File: src/rtl/pfa_pkg.sv
/*
 package for the asynchronous packet fifo host access block: register offsets,
 status and flag bit positions, fifo depths, acknowledge codes and the beat struct.
 assumes nothing beyond a systemverilog compiler.
*/
`default_nettype none
package pfa_pkg;
	// ----------------------------------------------------------------
	// register byte offsets (byte-wide host port, 8 bit address)
	// ----------------------------------------------------------------
	localparam logic [7:0] PFA_OFF_IRQ_FLAGS = 8'h0C; // async_interrupt_flags
	localparam logic [7:0] PFA_OFF_IRQ_MASK = 8'h10; // async_interrupt_mask
	localparam logic [7:0] PFA_OFF_STATUS = 8'h1C; // async_fifo_status
	localparam logic [7:0] PFA_OFF_TX_FIRST = 8'h70; // first quadlet port
	localparam logic [7:0] PFA_OFF_TX_MID = 8'h74; // tx_middle_rx_read_port
	localparam logic [7:0] PFA_OFF_TX_COMMIT = 8'h7C; // commit port
	// ----------------------------------------------------------------
	// flag register bits
	// ----------------------------------------------------------------
	localparam int PFA_BIT_RX_PKT = 25; // rx_packet_flag
	localparam int PFA_BIT_MISPLACED = 18; // misplaced_start_flag
	localparam int PFA_BIT_TCODE_ERR = 17; // tx_code_error_flag
	// ----------------------------------------------------------------
	// status register bits
	// ----------------------------------------------------------------
	localparam int PFA_BIT_RX_FULL = 31;
	localparam int PFA_BIT_RX_AFULL = 30;
	localparam int PFA_BIT_RX_FOUR = 29; // rx_four_available_flag
	localparam int PFA_BIT_RX_BOUND = 28; // rx_packet_boundary_flag
	localparam int PFA_BIT_RX_AEMPTY = 27; // rx_almost_empty_flag
	localparam int PFA_BIT_RX_EMPTY = 26; // rx_fifo_empty_flag
	localparam int PFA_BIT_TX_FULL = 23; // tx_fifo_full_flag
	localparam int PFA_BIT_TX_AFULL = 22;
	localparam int PFA_BIT_TX_FOUR = 21;
	localparam int PFA_BIT_TX_AEMPTY = 20;
	localparam int PFA_BIT_TX_EMPTY = 19;
	localparam int PFA_BIT_TX_FLUSH = 15; // tx_fifo_flush_bit, self clearing
	// ----------------------------------------------------------------
	// fifo geometry and codes
	// ----------------------------------------------------------------
	localparam int PFA_TX_DEPTH = 24;
	localparam int PFA_RX_DEPTH = 39;
	localparam logic [15:0] PFA_TCODE_OK = 16'h4AF7; // one bit per legal tCode
	localparam logic [3:0] PFA_ACK_OVERFLOW = 4'h4;
	localparam logic [3:0] PFA_ACK_DATA_ERR = 4'hD;
	localparam logic [5:0] PFA_NODE_BCAST = 6'h3F;
	localparam logic [31:0] PFA_RESET_WORD = 32'h0000_0000;
	// one fifo entry: packet markers plus the quadlet
	typedef struct packed {
		logic last;
		logic first;
		logic [31:0] data;
	} pfa_beat_s;
	// receive sequencer states
	typedef enum logic [1:0] {
		PFA_RX_IDLE = 2'b00,
		PFA_RX_RECV = 2'b01,
		PFA_RX_DROP = 2'b10,
		PFA_RX_TRAIL = 2'b11
	} pfa_rx_e;
endpackage
`default_nettype wire

File: src/rtl/pfa_qmem.sv
/*
 small two-port quadlet memory used for both packet fifos.
 assumes one clock; read data come from a register one edge after the address.
*/
`default_nettype none
module pfa_qmem
	import pfa_pkg::*;
#(
	parameter int DEPTH = 24,
	parameter int AW = 5
) (
	input wire logic clk,
	input wire logic we,
	input wire logic [AW-1:0] waddr,
	input wire pfa_beat_s wdata,
	input wire logic [AW-1:0] raddr,
	output pfa_beat_s rdata_q
);
	pfa_beat_s mem [DEPTH]; // storage, no reset needed

	// write port
	always_ff @(posedge clk) begin
		if (we) begin
			mem[waddr] <= wdata;
		end
	end

	// registered read port; a same-edge write shows one edge later
	always_ff @(posedge clk) begin
		rdata_q <= mem[raddr];
	end
endmodule
`default_nettype wire

File: src/rtl/pfa_async_fifo_host.sv
/*
 host access to the asynchronous transmit and receive packet fifos.
 assumes the host strobes and the link stream run on clk, host strobes
 are one cycle wide and at least two cycles apart.
*/
// Function
// - committed packet sends itself when bus enabled
// - flag start written to wrong port
// - flag illegal tCode in first quadlet
// - legal codes 0,1,2,4,5,6,7,9,B,E
// - errors hold transmit until fifo flush
// - receive only with room and matching node
// - set bit 25, masked onto low interrupt
// - read pops; empty read repeats last value
// - boundary flag marks head first quadlet
// - four available flag at four quadlets
// - almost empty flag at exactly one
// - append trailer carrying sent ack code
// - trailer ack 04h on receive overflow
// - trailer ack 0Dh on crc error
// - writes ignored while transmit fifo full
`default_nettype none
module pfa_async_fifo_host
	import pfa_pkg::*;
(
	input wire logic clk,
	input wire logic rst_n,
	input wire logic [7:0] host_addr,
	input wire logic [7:0] host_wdata,
	input wire logic host_wr,
	input wire logic host_rd,
	output logic [7:0] host_rdata_q,
	output logic interrupt_out_n,
	input wire logic bus_enable,
	input wire logic [15:0] node_id,
	output logic tx_valid,
	input wire logic tx_ready,
	output pfa_beat_s tx_beat,
	input wire logic rx_valid,
	output logic rx_ready,
	input wire pfa_beat_s rx_beat,
	input wire logic [3:0] rx_ack,
	input wire logic rx_crc_err
);
	// ----------------------------------------------------------------
	// address decode
	// ----------------------------------------------------------------
	// word match on the upper address bits; lane comes from addr[1:0]
	function automatic logic hit(input logic [7:0] a, input logic [7:0] off);
		hit = (a[7:2] == off[7:2]);
	endfunction

	logic [1:0] lane; // byte lane of this access
	logic [23:0] stage_q; // lower bytes of a quadlet being written
	logic [31:0] quad; // completed quadlet on the top-lane write
	logic q_ev, first_ev, mid_ev, last_ev; // quadlet write events per port
	assign lane = host_addr[1:0];
	assign quad = {host_wdata, stage_q};
	assign q_ev = host_wr && (lane == 2'd3);
	assign first_ev = q_ev && hit(host_addr, PFA_OFF_TX_FIRST);
	assign mid_ev = q_ev && hit(host_addr, PFA_OFF_TX_MID);
	assign last_ev = q_ev && hit(host_addr, PFA_OFF_TX_COMMIT);

	// lower lanes are staged; the top lane completes the quadlet
	for (genvar g = 0; g < 3; g++) begin : g_stage
		always_ff @(posedge clk) begin
			if (!rst_n) begin
				stage_q[g*8 +: 8] <= 8'h00;
			end else if (host_wr && lane == 2'(g)) begin
				stage_q[g*8 +: 8] <= host_wdata;
			end
		end
	end

	// ----------------------------------------------------------------
	// transmit fifo
	// ----------------------------------------------------------------
	logic [4:0] tx_wp_q, tx_rp_q; // write and read pointers
	logic [4:0] tx_cnt_q, tx_com_q, tx_vis_q; // stored, committed, visible
	logic [4:0] tx_len_q; // quadlets of the open packet
	logic in_pkt_q, tx_hold_q, tx_pop_q;
	logic tx_full, tx_push, tx_pop, tx_flush, tcode_bad;
	pfa_beat_s tx_wbeat;
	assign tx_full = (tx_cnt_q == 5'(PFA_TX_DEPTH));
	assign tcode_bad = !PFA_TCODE_OK[quad[7:4]];
	assign tx_flush = host_wr && hit(host_addr, PFA_OFF_STATUS) && lane == 2'd1
		&& host_wdata[PFA_BIT_TX_FLUSH-8];
	// a full fifo swallows the write silently
	assign tx_push = !tx_full && (first_ev || ((mid_ev || last_ev) && in_pkt_q));
	assign tx_wbeat = '{last: last_ev, first: first_ev, data: quad};
	// the pop of the previous cycle still shows old read data, so skip a cycle
	assign tx_valid = bus_enable && !tx_hold_q && tx_vis_q != 5'd0 && !tx_pop_q;
	assign tx_pop = tx_valid && tx_ready;

	// pointers and counts; flush wins over everything
	always_ff @(posedge clk) begin
		if (!rst_n || tx_flush) begin
			tx_wp_q <= 5'd0;
			tx_rp_q <= 5'd0;
			tx_cnt_q <= 5'd0;
			tx_com_q <= 5'd0;
			tx_vis_q <= 5'd0;
			tx_len_q <= 5'd0;
			tx_pop_q <= 1'b0;
		end else begin
			tx_pop_q <= tx_pop;
			tx_vis_q <= tx_com_q;
			if (tx_push) begin
				tx_wp_q <= (tx_wp_q == 5'(PFA_TX_DEPTH - 1)) ? 5'd0 : tx_wp_q + 5'd1;
			end
			if (tx_pop) begin
				tx_rp_q <= (tx_rp_q == 5'(PFA_TX_DEPTH - 1)) ? 5'd0 : tx_rp_q + 5'd1;
			end
			tx_cnt_q <= tx_cnt_q + 5'(tx_push) - 5'(tx_pop);
			// commit makes the whole packet eligible at once
			if (tx_push && last_ev) begin
				tx_com_q <= tx_com_q + tx_len_q + 5'd1 - 5'(tx_pop);
				tx_len_q <= 5'd0;
			end else begin
				tx_com_q <= tx_com_q - 5'(tx_pop);
				tx_len_q <= first_ev ? 5'(tx_push) : tx_len_q + 5'(tx_push);
			end
		end
	end

	// packet framing and the hold that follows any framing error
	always_ff @(posedge clk) begin
		if (!rst_n || tx_flush) begin
			in_pkt_q <= 1'b0;
			tx_hold_q <= 1'b0;
		end else begin
			if (first_ev) begin
				in_pkt_q <= 1'b1;
			end else if (last_ev) begin
				in_pkt_q <= 1'b0;
			end
			if ((first_ev && tcode_bad) || ((mid_ev || last_ev) && !in_pkt_q)) begin
				tx_hold_q <= 1'b1;
			end
		end
	end

	pfa_qmem #(.DEPTH(PFA_TX_DEPTH), .AW(5)) u_tx_mem (
		.clk(clk),
		.we(tx_push),
		.waddr(tx_wp_q),
		.wdata(tx_wbeat),
		.raddr(tx_rp_q),
		.rdata_q(tx_beat)
	);

	// ----------------------------------------------------------------
	// receive sequencer and fifo
	// ----------------------------------------------------------------
	pfa_rx_e rx_state_q;
	logic [5:0] rx_wp_q, rx_rp_q, rx_cnt_q, rx_vis_q;
	logic rx_ovf_q, rx_err_q, rx_push, rx_pop, dest_ok, room_ok;
	pfa_beat_s rx_wbeat, rx_head;
	logic [31:0] rx_prev_q; // last quadlet handed to the host
	logic [3:0] ack_code;
	// broadcast node number is accepted when the bus number matches
	assign dest_ok = rx_beat.data[31:22] == node_id[15:6]
		&& (rx_beat.data[21:16] == node_id[5:0] || rx_beat.data[21:16] == PFA_NODE_BCAST);
	// one slot is always kept back for the trailer
	assign room_ok = rx_cnt_q < 6'(PFA_RX_DEPTH - 1);
	assign rx_ready = (rx_state_q != PFA_RX_TRAIL);
	assign ack_code = rx_ovf_q ? PFA_ACK_OVERFLOW : (rx_err_q ? PFA_ACK_DATA_ERR : rx_ack);
	always_comb begin
		rx_push = 1'b0;
		rx_wbeat = rx_beat;
		case (rx_state_q)
			PFA_RX_IDLE: begin
				rx_push = rx_valid && rx_beat.first && dest_ok && rx_cnt_q < 6'(PFA_RX_DEPTH - 2);
			end
			PFA_RX_RECV: begin
				rx_push = rx_valid && room_ok;
			end
			PFA_RX_TRAIL: begin
				rx_push = 1'b1;
				rx_wbeat = '{last: 1'b1, first: 1'b0, data: {28'h0, ack_code}};
			end
			default: begin
				rx_push = 1'b0;
			end
		endcase
	end

	// packet walk: accept, drop, or close with the trailer
	always_ff @(posedge clk) begin
		if (!rst_n) begin
			rx_state_q <= PFA_RX_IDLE;
			rx_ovf_q <= 1'b0;
			rx_err_q <= 1'b0;
		end else begin
			case (rx_state_q)
				PFA_RX_IDLE: begin
					rx_ovf_q <= 1'b0;
					rx_err_q <= 1'b0;
					if (rx_valid && rx_beat.first) begin
						if (rx_push) begin
							rx_state_q <= rx_beat.last ? PFA_RX_TRAIL : PFA_RX_RECV;
							rx_err_q <= rx_beat.last && rx_crc_err;
						end else if (!rx_beat.last) begin
							rx_state_q <= PFA_RX_DROP;
						end
					end
				end
				PFA_RX_RECV: begin
					if (rx_valid) begin
						// quadlets beyond the room are lost, trailer says so
						if (!room_ok) begin
							rx_ovf_q <= 1'b1;
						end
						if (rx_beat.last) begin
							rx_err_q <= rx_crc_err;
							rx_state_q <= PFA_RX_TRAIL;
						end
					end
				end
				PFA_RX_DROP: begin
					if (rx_valid && rx_beat.last) begin
						rx_state_q <= PFA_RX_IDLE;
					end
				end
				PFA_RX_TRAIL: begin
					rx_state_q <= PFA_RX_IDLE;
				end
				default: begin
					rx_state_q <= PFA_RX_IDLE;
				end
			endcase
		end
	end

	// host pop on the low byte of the read port; an empty fifo is left alone
	assign rx_pop = host_rd && hit(host_addr, PFA_OFF_TX_MID) && lane == 2'd0
		&& rx_vis_q != 6'd0;
	always_ff @(posedge clk) begin
		if (!rst_n) begin
			rx_wp_q <= 6'd0;
			rx_rp_q <= 6'd0;
			rx_cnt_q <= 6'd0;
			rx_vis_q <= 6'd0;
			rx_prev_q <= PFA_RESET_WORD;
		end else begin
			// visible count trails by one edge to match the registered read
			rx_vis_q <= rx_cnt_q;
			if (rx_push) begin
				rx_wp_q <= (rx_wp_q == 6'(PFA_RX_DEPTH - 1)) ? 6'd0 : rx_wp_q + 6'd1;
			end
			if (rx_pop) begin
				rx_rp_q <= (rx_rp_q == 6'(PFA_RX_DEPTH - 1)) ? 6'd0 : rx_rp_q + 6'd1;
				rx_prev_q <= rx_head.data;
			end
			rx_cnt_q <= rx_cnt_q + 6'(rx_push) - 6'(rx_pop);
		end
	end

	pfa_qmem #(.DEPTH(PFA_RX_DEPTH), .AW(6)) u_rx_mem (
		.clk(clk),
		.we(rx_push),
		.waddr(rx_wp_q),
		.wdata(rx_wbeat),
		.raddr(rx_rp_q),
		.rdata_q(rx_head)
	);

	// ----------------------------------------------------------------
	// flags, mask and interrupt
	// ----------------------------------------------------------------
	logic [31:0] flags_q, mask_q, status, rd_word, snap_q;
	always_ff @(posedge clk) begin
		if (!rst_n) begin
			mask_q <= PFA_RESET_WORD;
		end else if (host_wr && hit(host_addr, PFA_OFF_IRQ_MASK)) begin
			mask_q[lane*8 +: 8] <= host_wdata;
		end
	end

	// write one to clear; a same-cycle event wins over the clear
	always_ff @(posedge clk) begin
		if (!rst_n) begin
			flags_q <= PFA_RESET_WORD;
		end else begin
			if (host_wr && hit(host_addr, PFA_OFF_IRQ_FLAGS)) begin
				flags_q[lane*8 +: 8] <= flags_q[lane*8 +: 8] & ~host_wdata;
			end
			if (rx_state_q == PFA_RX_TRAIL) begin
				flags_q[PFA_BIT_RX_PKT] <= 1'b1;
			end
			if ((mid_ev || last_ev) && !in_pkt_q) begin
				flags_q[PFA_BIT_MISPLACED] <= 1'b1;
			end
			if (first_ev && tcode_bad) begin
				flags_q[PFA_BIT_TCODE_ERR] <= 1'b1;
			end
		end
	end
	assign interrupt_out_n = !(|(flags_q & mask_q));

	// ----------------------------------------------------------------
	// status and read path
	// ----------------------------------------------------------------
	always_comb begin
		status = PFA_RESET_WORD;
		status[PFA_BIT_RX_FULL] = rx_vis_q == 6'(PFA_RX_DEPTH);
		status[PFA_BIT_RX_AFULL] = rx_vis_q == 6'(PFA_RX_DEPTH - 1);
		status[PFA_BIT_RX_FOUR] = rx_vis_q >= 6'd4;
		status[PFA_BIT_RX_BOUND] = rx_vis_q != 6'd0 && rx_head.first;
		status[PFA_BIT_RX_AEMPTY] = rx_vis_q == 6'd1;
		status[PFA_BIT_RX_EMPTY] = rx_vis_q == 6'd0;
		status[PFA_BIT_TX_FULL] = tx_full;
		status[PFA_BIT_TX_AFULL] = tx_cnt_q == 5'(PFA_TX_DEPTH - 1);
		status[PFA_BIT_TX_FOUR] = tx_cnt_q <= 5'(PFA_TX_DEPTH - 4);
		status[PFA_BIT_TX_AEMPTY] = tx_cnt_q == 5'd1;
		status[PFA_BIT_TX_EMPTY] = tx_cnt_q == 5'd0;
		rd_word = PFA_RESET_WORD;
		if (hit(host_addr, PFA_OFF_IRQ_FLAGS)) begin
			rd_word = flags_q;
		end else if (hit(host_addr, PFA_OFF_IRQ_MASK)) begin
			rd_word = mask_q;
		end else if (hit(host_addr, PFA_OFF_STATUS)) begin
			rd_word = status;
		end else if (hit(host_addr, PFA_OFF_TX_MID)) begin
			rd_word = (rx_vis_q != 6'd0) ? rx_head.data : rx_prev_q;
		end
	end

	// byte 0 freezes the whole word so the upper bytes stay coherent
	always_ff @(posedge clk) begin
		if (!rst_n) begin
			snap_q <= PFA_RESET_WORD;
			host_rdata_q <= 8'h00;
		end else if (host_rd) begin
			if (lane == 2'd0) begin
				snap_q <= rd_word;
				host_rdata_q <= rd_word[7:0];
			end else begin
				host_rdata_q <= snap_q[lane*8 +: 8];
			end
		end
	end

	// ----------------------------------------------------------------
	// assertions
	// ----------------------------------------------------------------
	a_rx_flag_set: assert property (@(posedge clk) disable iff (!rst_n)
		rx_state_q == PFA_RX_TRAIL |=> flags_q[PFA_BIT_RX_PKT] && rx_state_q == PFA_RX_IDLE)
		else $error("receive flag not set after trailer");
	a_irq_drive: assert property (@(posedge clk) disable iff (!rst_n)
		rx_state_q == PFA_RX_TRAIL && mask_q[PFA_BIT_RX_PKT] |=> !interrupt_out_n)
		else $error("interrupt not driven low");
	a_misplaced_start: assert property (@(posedge clk) disable iff (!rst_n)
		(mid_ev || last_ev) && !in_pkt_q && !tx_flush |=> flags_q[PFA_BIT_MISPLACED] && tx_hold_q)
		else $error("misplaced start not flagged");
	a_tcode_check: assert property (@(posedge clk) disable iff (!rst_n)
		first_ev && !tx_flush && quad[7:4] == 4'h3 |=> flags_q[PFA_BIT_TCODE_ERR])
		else $error("illegal tcode not flagged");
	a_hold_blocks: assert property (@(posedge clk) disable iff (!rst_n)
		tx_hold_q && !tx_flush |=> tx_hold_q && !tx_valid)
		else $error("transmit while held");
	a_auto_send: assert property (@(posedge clk) disable iff (!rst_n)
		(bus_enable && !tx_hold_q && tx_com_q != 5'd0 && !tx_ready && !tx_flush)[*3] |-> tx_valid)
		else $error("committed packet not offered");
	a_full_ignore: assert property (@(posedge clk) disable iff (!rst_n)
		tx_full && q_ev && !tx_pop && !tx_flush |=> tx_cnt_q == 5'(PFA_TX_DEPTH))
		else $error("write stored into full fifo");
	a_empty_read: assert property (@(posedge clk) disable iff (!rst_n)
		host_rd && hit(host_addr, PFA_OFF_TX_MID) && lane == 2'd0 && rx_vis_q == 6'd0
		|=> host_rdata_q == $past(rx_prev_q[7:0]) && $stable(rx_rp_q))
		else $error("empty read changed fifo");
	a_ovf_ack: assert property (@(posedge clk) disable iff (!rst_n)
		rx_state_q == PFA_RX_TRAIL && rx_ovf_q |-> rx_push && rx_wbeat.data[3:0] == 4'h4)
		else $error("overflow ack missing");
	a_crc_ack: assert property (@(posedge clk) disable iff (!rst_n)
		rx_state_q == PFA_RX_TRAIL && !rx_ovf_q && rx_err_q |-> rx_wbeat.data[3:0] == 4'hD)
		else $error("data error ack missing");
	a_rx_reject: assert property (@(posedge clk) disable iff (!rst_n)
		rx_state_q == PFA_RX_IDLE && rx_valid && rx_beat.first && !dest_ok |-> !rx_push)
		else $error("foreign packet accepted");
endmodule
`default_nettype wire

File: config.mk
export PLATFORM = sky130hd
export DESIGN_NAME = pfa_async_fifo_host
export DESIGN_NICKNAME = d
export VERILOG_FILES = /design/src/rtl/pfa_pkg.sv /design/src/rtl/pfa_qmem.sv /design/src/rtl/pfa_async_fifo_host.sv
export SDC_FILE = /design/constraint.sdc
export NUM_CORES = 2
export LEC_CHECK = 0
export ABC_AREA = 1
export BUFFER_PORTS_ARGS = -buffer_cell sky130_fd_sc_hd__buf_2
export CAP_MARGIN = 20
export CORE_MARGIN = 5
export CORE_UTILIZATION = 35
export DETAILED_ROUTE_END_ITERATION = 7
export HOLD_SLACK_MARGIN = 0.06
export PLACE_DENSITY = 0.55
export SYNTH_ARGS = -nofsm -noshare
export SYNTH_HDL_FRONTEND = slang
export SYNTH_SLANG_ARGS = --single-unit
File: constraint.sdc
create_clock -name clk -period 6.35 [get_ports clk]
set_input_delay 0.9525 -clock clk [delete_from_list [all_inputs] [get_ports clk]]
set_output_delay 0.9525 -clock clk [all_outputs]
set_load 0.05 [all_outputs]
==> impl_metrics.py <==
metrics = {
    "route": {
        "viasPerCell": 5.40,
        "wire_per_inst_um": 24.3,
        "first_pass_iters": 5,
        "vias": 62400,
        "routed_wl_mm": 281,
        "drc": 0,
        "drt-initial-drc-count": 6981,
        "antenna_left": 0,
    },
    "placed_design": {
        "post-place-ws_ns": 1.13,
        "io_buffers": 122,
        "placed_cells": 11100,
        "gp_congestion": 0.873,
        "hpwlAfterDp_mm": 169,
    },
    "sta": {
        "hold_viol": 0,
        "clock_skew_ns": 0.0626,
        "rsz0062_at_grt": "false",
        "setup_viol": 0,
        "min_period_over_period_pct": 67.8,
        "period_minus_slack_ns": 4.30,
        "worst_pin_slew_ns": 1.15,
        "relSlewSlack_pct": 23.0,
        "fin_ws_ns": 2.05,
        "tns_ns": 0,
        "finalMaxSlewViolations": 0,
        "max_freq_ghz": 0.232,
    },
    "setup_path": {
        "r2r-start": "rx_cnt_q[4]",
        "worstPathArrival_ns": 5.11,
        "crit_type": "in2reg",
        "crit_chain": "buf_2 > clkinv_1 > buf_4 > ha_1 > nand2_1 > clkinv_1 > buf_4 > nand3_4 > buf_4 > inv_2 > ha_1 > inv_1 > ha_1 > fa_1 > nand2_1 > inv_1 > or2_2 > a21oi_1 > o21ai_0 > a21oi_1",
        "critPathLaunchType": "input port",
        "slowest_stage": "buf_4",
        "max_stage_delay_ns": 0.47,
        "critPathBufInv": 9,
        "rr_endpoint": "u_rx_mem.mem[33][19]",
        "critPathTopFamily": "buffers and inverters",
        "r2r_cells": 16,
        "cp-end-kind": "register",
        "r2r_setup_slack_ns": 2.69,
        "critPathMaxFanout": 63,
        "cp.required_ns": 7.16,
    },
    "global_route": {
        "grt_max_degree": 201,
        "antenna_found_initial": 15,
        "track_usage_pct": 19.2,
        "first_global_vias": 59400,
        "grt.overflow.total": 0,
        "grt_pass1_wl_mm": 407,
    },
    "logic_synthesis": {
        "synth-seq-cells": 2392,
        "syn_avg_cell_area_um2": 12.2,
        "synth_edf_count": 2103,
        "synth_flop_cell": "edfxtp_1",
        "synth_cell_type_count": 60,
        "seq_area_frac_synth_pct": 72.6,
        "async_reset_ff_share_pct": 0,
        "syn_nets": 7878,
        "netlist_instances": 7755,
        "syn_area_um2": 94900,
        "ys_warn_count": 0,
    },
    "die": {
        "die_area_um2": 282000,
        "die_h_um": 531,
        "rows": 191,
        "start_util_pct": 35.1,
        "core_um2": 270000,
        "design.portCount": 123,
        "die_w_um": 531,
    },
    "clock_tree": {
        "cts_resized": 0,
        "cts_tree": "done",
        "htreeDepth": 4,
        "cts_buffer_depth": 4,
        "cts-root-buf": "clkbuf_16",
        "ctsHoldBuffers": 0,
        "cts_inserted_buffers": 236,
        "cts_setup_buffers": 0,
        "cts_sinks": 2392,
        "clkLatencyLatePin_ns": 0.90,
        "clk_transition_reported_paths_ns": 0.06,
    },
    "power": {
        "power_uw": 32800,
        "power_density_nw_per_um2": 305,
        "ir_drop_uv": 236,
        "p_leak_uw": 0.0353,
    },
    "run_status": {
        "status": "completed",
    },
    "finish": {
        "fin_util_pct": 39.9,
        "stdcell_count": 11600,
        "final_common_cell": "edfxtp_1",
        "syn2layout_area_growth_pct": 13.5,
        "final_layout_size_suffix_gt1_share_pct": 9.87,
        "mostFrequentLayoutCells": "edfxtp_1 (2103), nor2_1 (1255), o21ai_0 (932)",
        "nets": 7934,
        "fill_cells": 25300,
    },
    "min_path": {
        "min_to": "rx_err_q",
        "holdPathStages": 3,
        "hp-class": "in2reg",
        "min_from": "rx_crc_err",
    },
    "flow_run": {
        "drv_cap": 0,
    },
}
[Yosys cell counts, types with 3 or more instances]
master	instances	area, um2
a211oi_1	14	105
a21oi_1	341	1710
a221oi_1	3	26.3
a22o_1	21	184
a22oi_1	8	60.1
a31oi_1	12	75.1
a32oi_1	22	193
buf_1	30	113
buf_2	99	495
buf_4	23	173
buf_6	14	158
buf_8	3	45.0
clkbuf_1	322	1210
clkinv_1	11	41.3
dfxtp_1	289	5790
edfxtp_1	2103	63200
fa_1	4	80.1
ha_1	41	513
inv_1	240	901
inv_2	8	30.0
mux2i_1	54	541
nand2_1	910	3420
nand2_2	4	25.0
nand3_1	156	781
nand4_1	72	450
nand4_4	5	106
nor2_1	1351	5070
nor2_2	5	31.3
nor3_1	28	140
nor3b_1	5	37.5
o211ai_1	72	541
o21ai_0	933	4670
o21ai_1	37	185
o21bai_1	18	135
o221ai_1	42	368
o22ai_1	256	1600
o32ai_1	154	1350
or2_2	6	37.5
xnor2_1	5	43.8
xor2_1	10	87.6
[final cells by class]
type	instances	area [um2]	area share, %
Multi-Input combinational cell	4610	23400	21.7
Inverter	260	1000	0.930
Timing Repair Buffer	311	2450	2.27
Clock inverter	107	963	0.894
Tap cell	3570	4470	4.15
Clock buffer	317	6470	6.01
Sequential cell	2392	69000	64.0
Antenna cell	1	2.50	0.00232
[through the flow]
| stage | hold WS [ns] | instance area (um2) |
|---|---|---|
| CTS | 0.377 | 108000 |
| floorplan | 0.424 | 94900 |
| finish | 0.441 | 108000 |
| global placement | 0.434 | 100000 |
| global route | 0.420 | 108000 |
| detailed placement | 0.439 | 100000 |
[sequential cells by signal, summed over array words and instances (netlist names), 2 cells and up, named ones only]
register / cells
snap_q: 32
rx_prev_q: 32
u_tx_mem.mem: 816
tx_len_q: 5
tx_com_q: 5
tx_cnt_q: 5
mask_q: 32
host_rdata_q: 8
u_rx_mem.rdata_q: 33
rx_state_q: 2
rx_vis_q: 6
tx_wp_q: 5
tx_rp_q: 5
tx_vis_q: 5
rx_wp_q: 6
rx_cnt_q: 6
flags_q: 32
rx_rp_q: 6
u_rx_mem.mem: 1287
u_tx_mem.rdata_q: 34
quad: 24
[cell families after synthesis]
group	count (synthesis)	synth area share, %
buf+inv	753	3.37
mux	54	0.570
simple gates	2554	10.8
flops	2392	72.6
fa+ha+maj	45	0.625
xor+xnor	15	0.138
compound gates	1942	11.9
[worst max-delay path by stage]
stage	start	endpoint	slack, ns	cells after the start
2_1_floorplan	host_addr[0]	u_tx_mem.mem[7][0]	1.01	9
3_3_place_gp	rx_beat[16]	u_rx_mem.mem[32][20]	1.15	13
5_1_grt	host_addr[1]	rx_cnt_q[4]	1.70	20
6_report	host_addr[1]	rx_cnt_q[4]	2.05	20
4_1_cts	rx_beat[16]	u_rx_mem.mem[17][27]	2.08	13
3_5_place_dp	rx_beat[16]	u_rx_mem.mem[17][17]	1.13	13
[where the power goes]
group	leakage [uW]	internal [uW]	switching (uW)
clock network	0.00366	7770	5910
registers	0.0212	17400	139
logic	0.0104	332	1290
[worst register-to-register path, delay by kind of cell, from the launching register on]
family,cells,cell delay (ns)
buf+inv,5,0.97
compound gates,1,0.10
simple gates,9,1.57
flops,1,0.37
fa+ha+maj,1,0.20
[layer usage]
layer	GRT usage, %	up-vias	wire (um)
met5	0	-	13
met4	6.04	2	9360
met3	2.35	445	17500
met2	32.1	2282	136000
met1	26.2	31400	119000
li1	-	28300	-
Power figures use the tool's default switching activity.
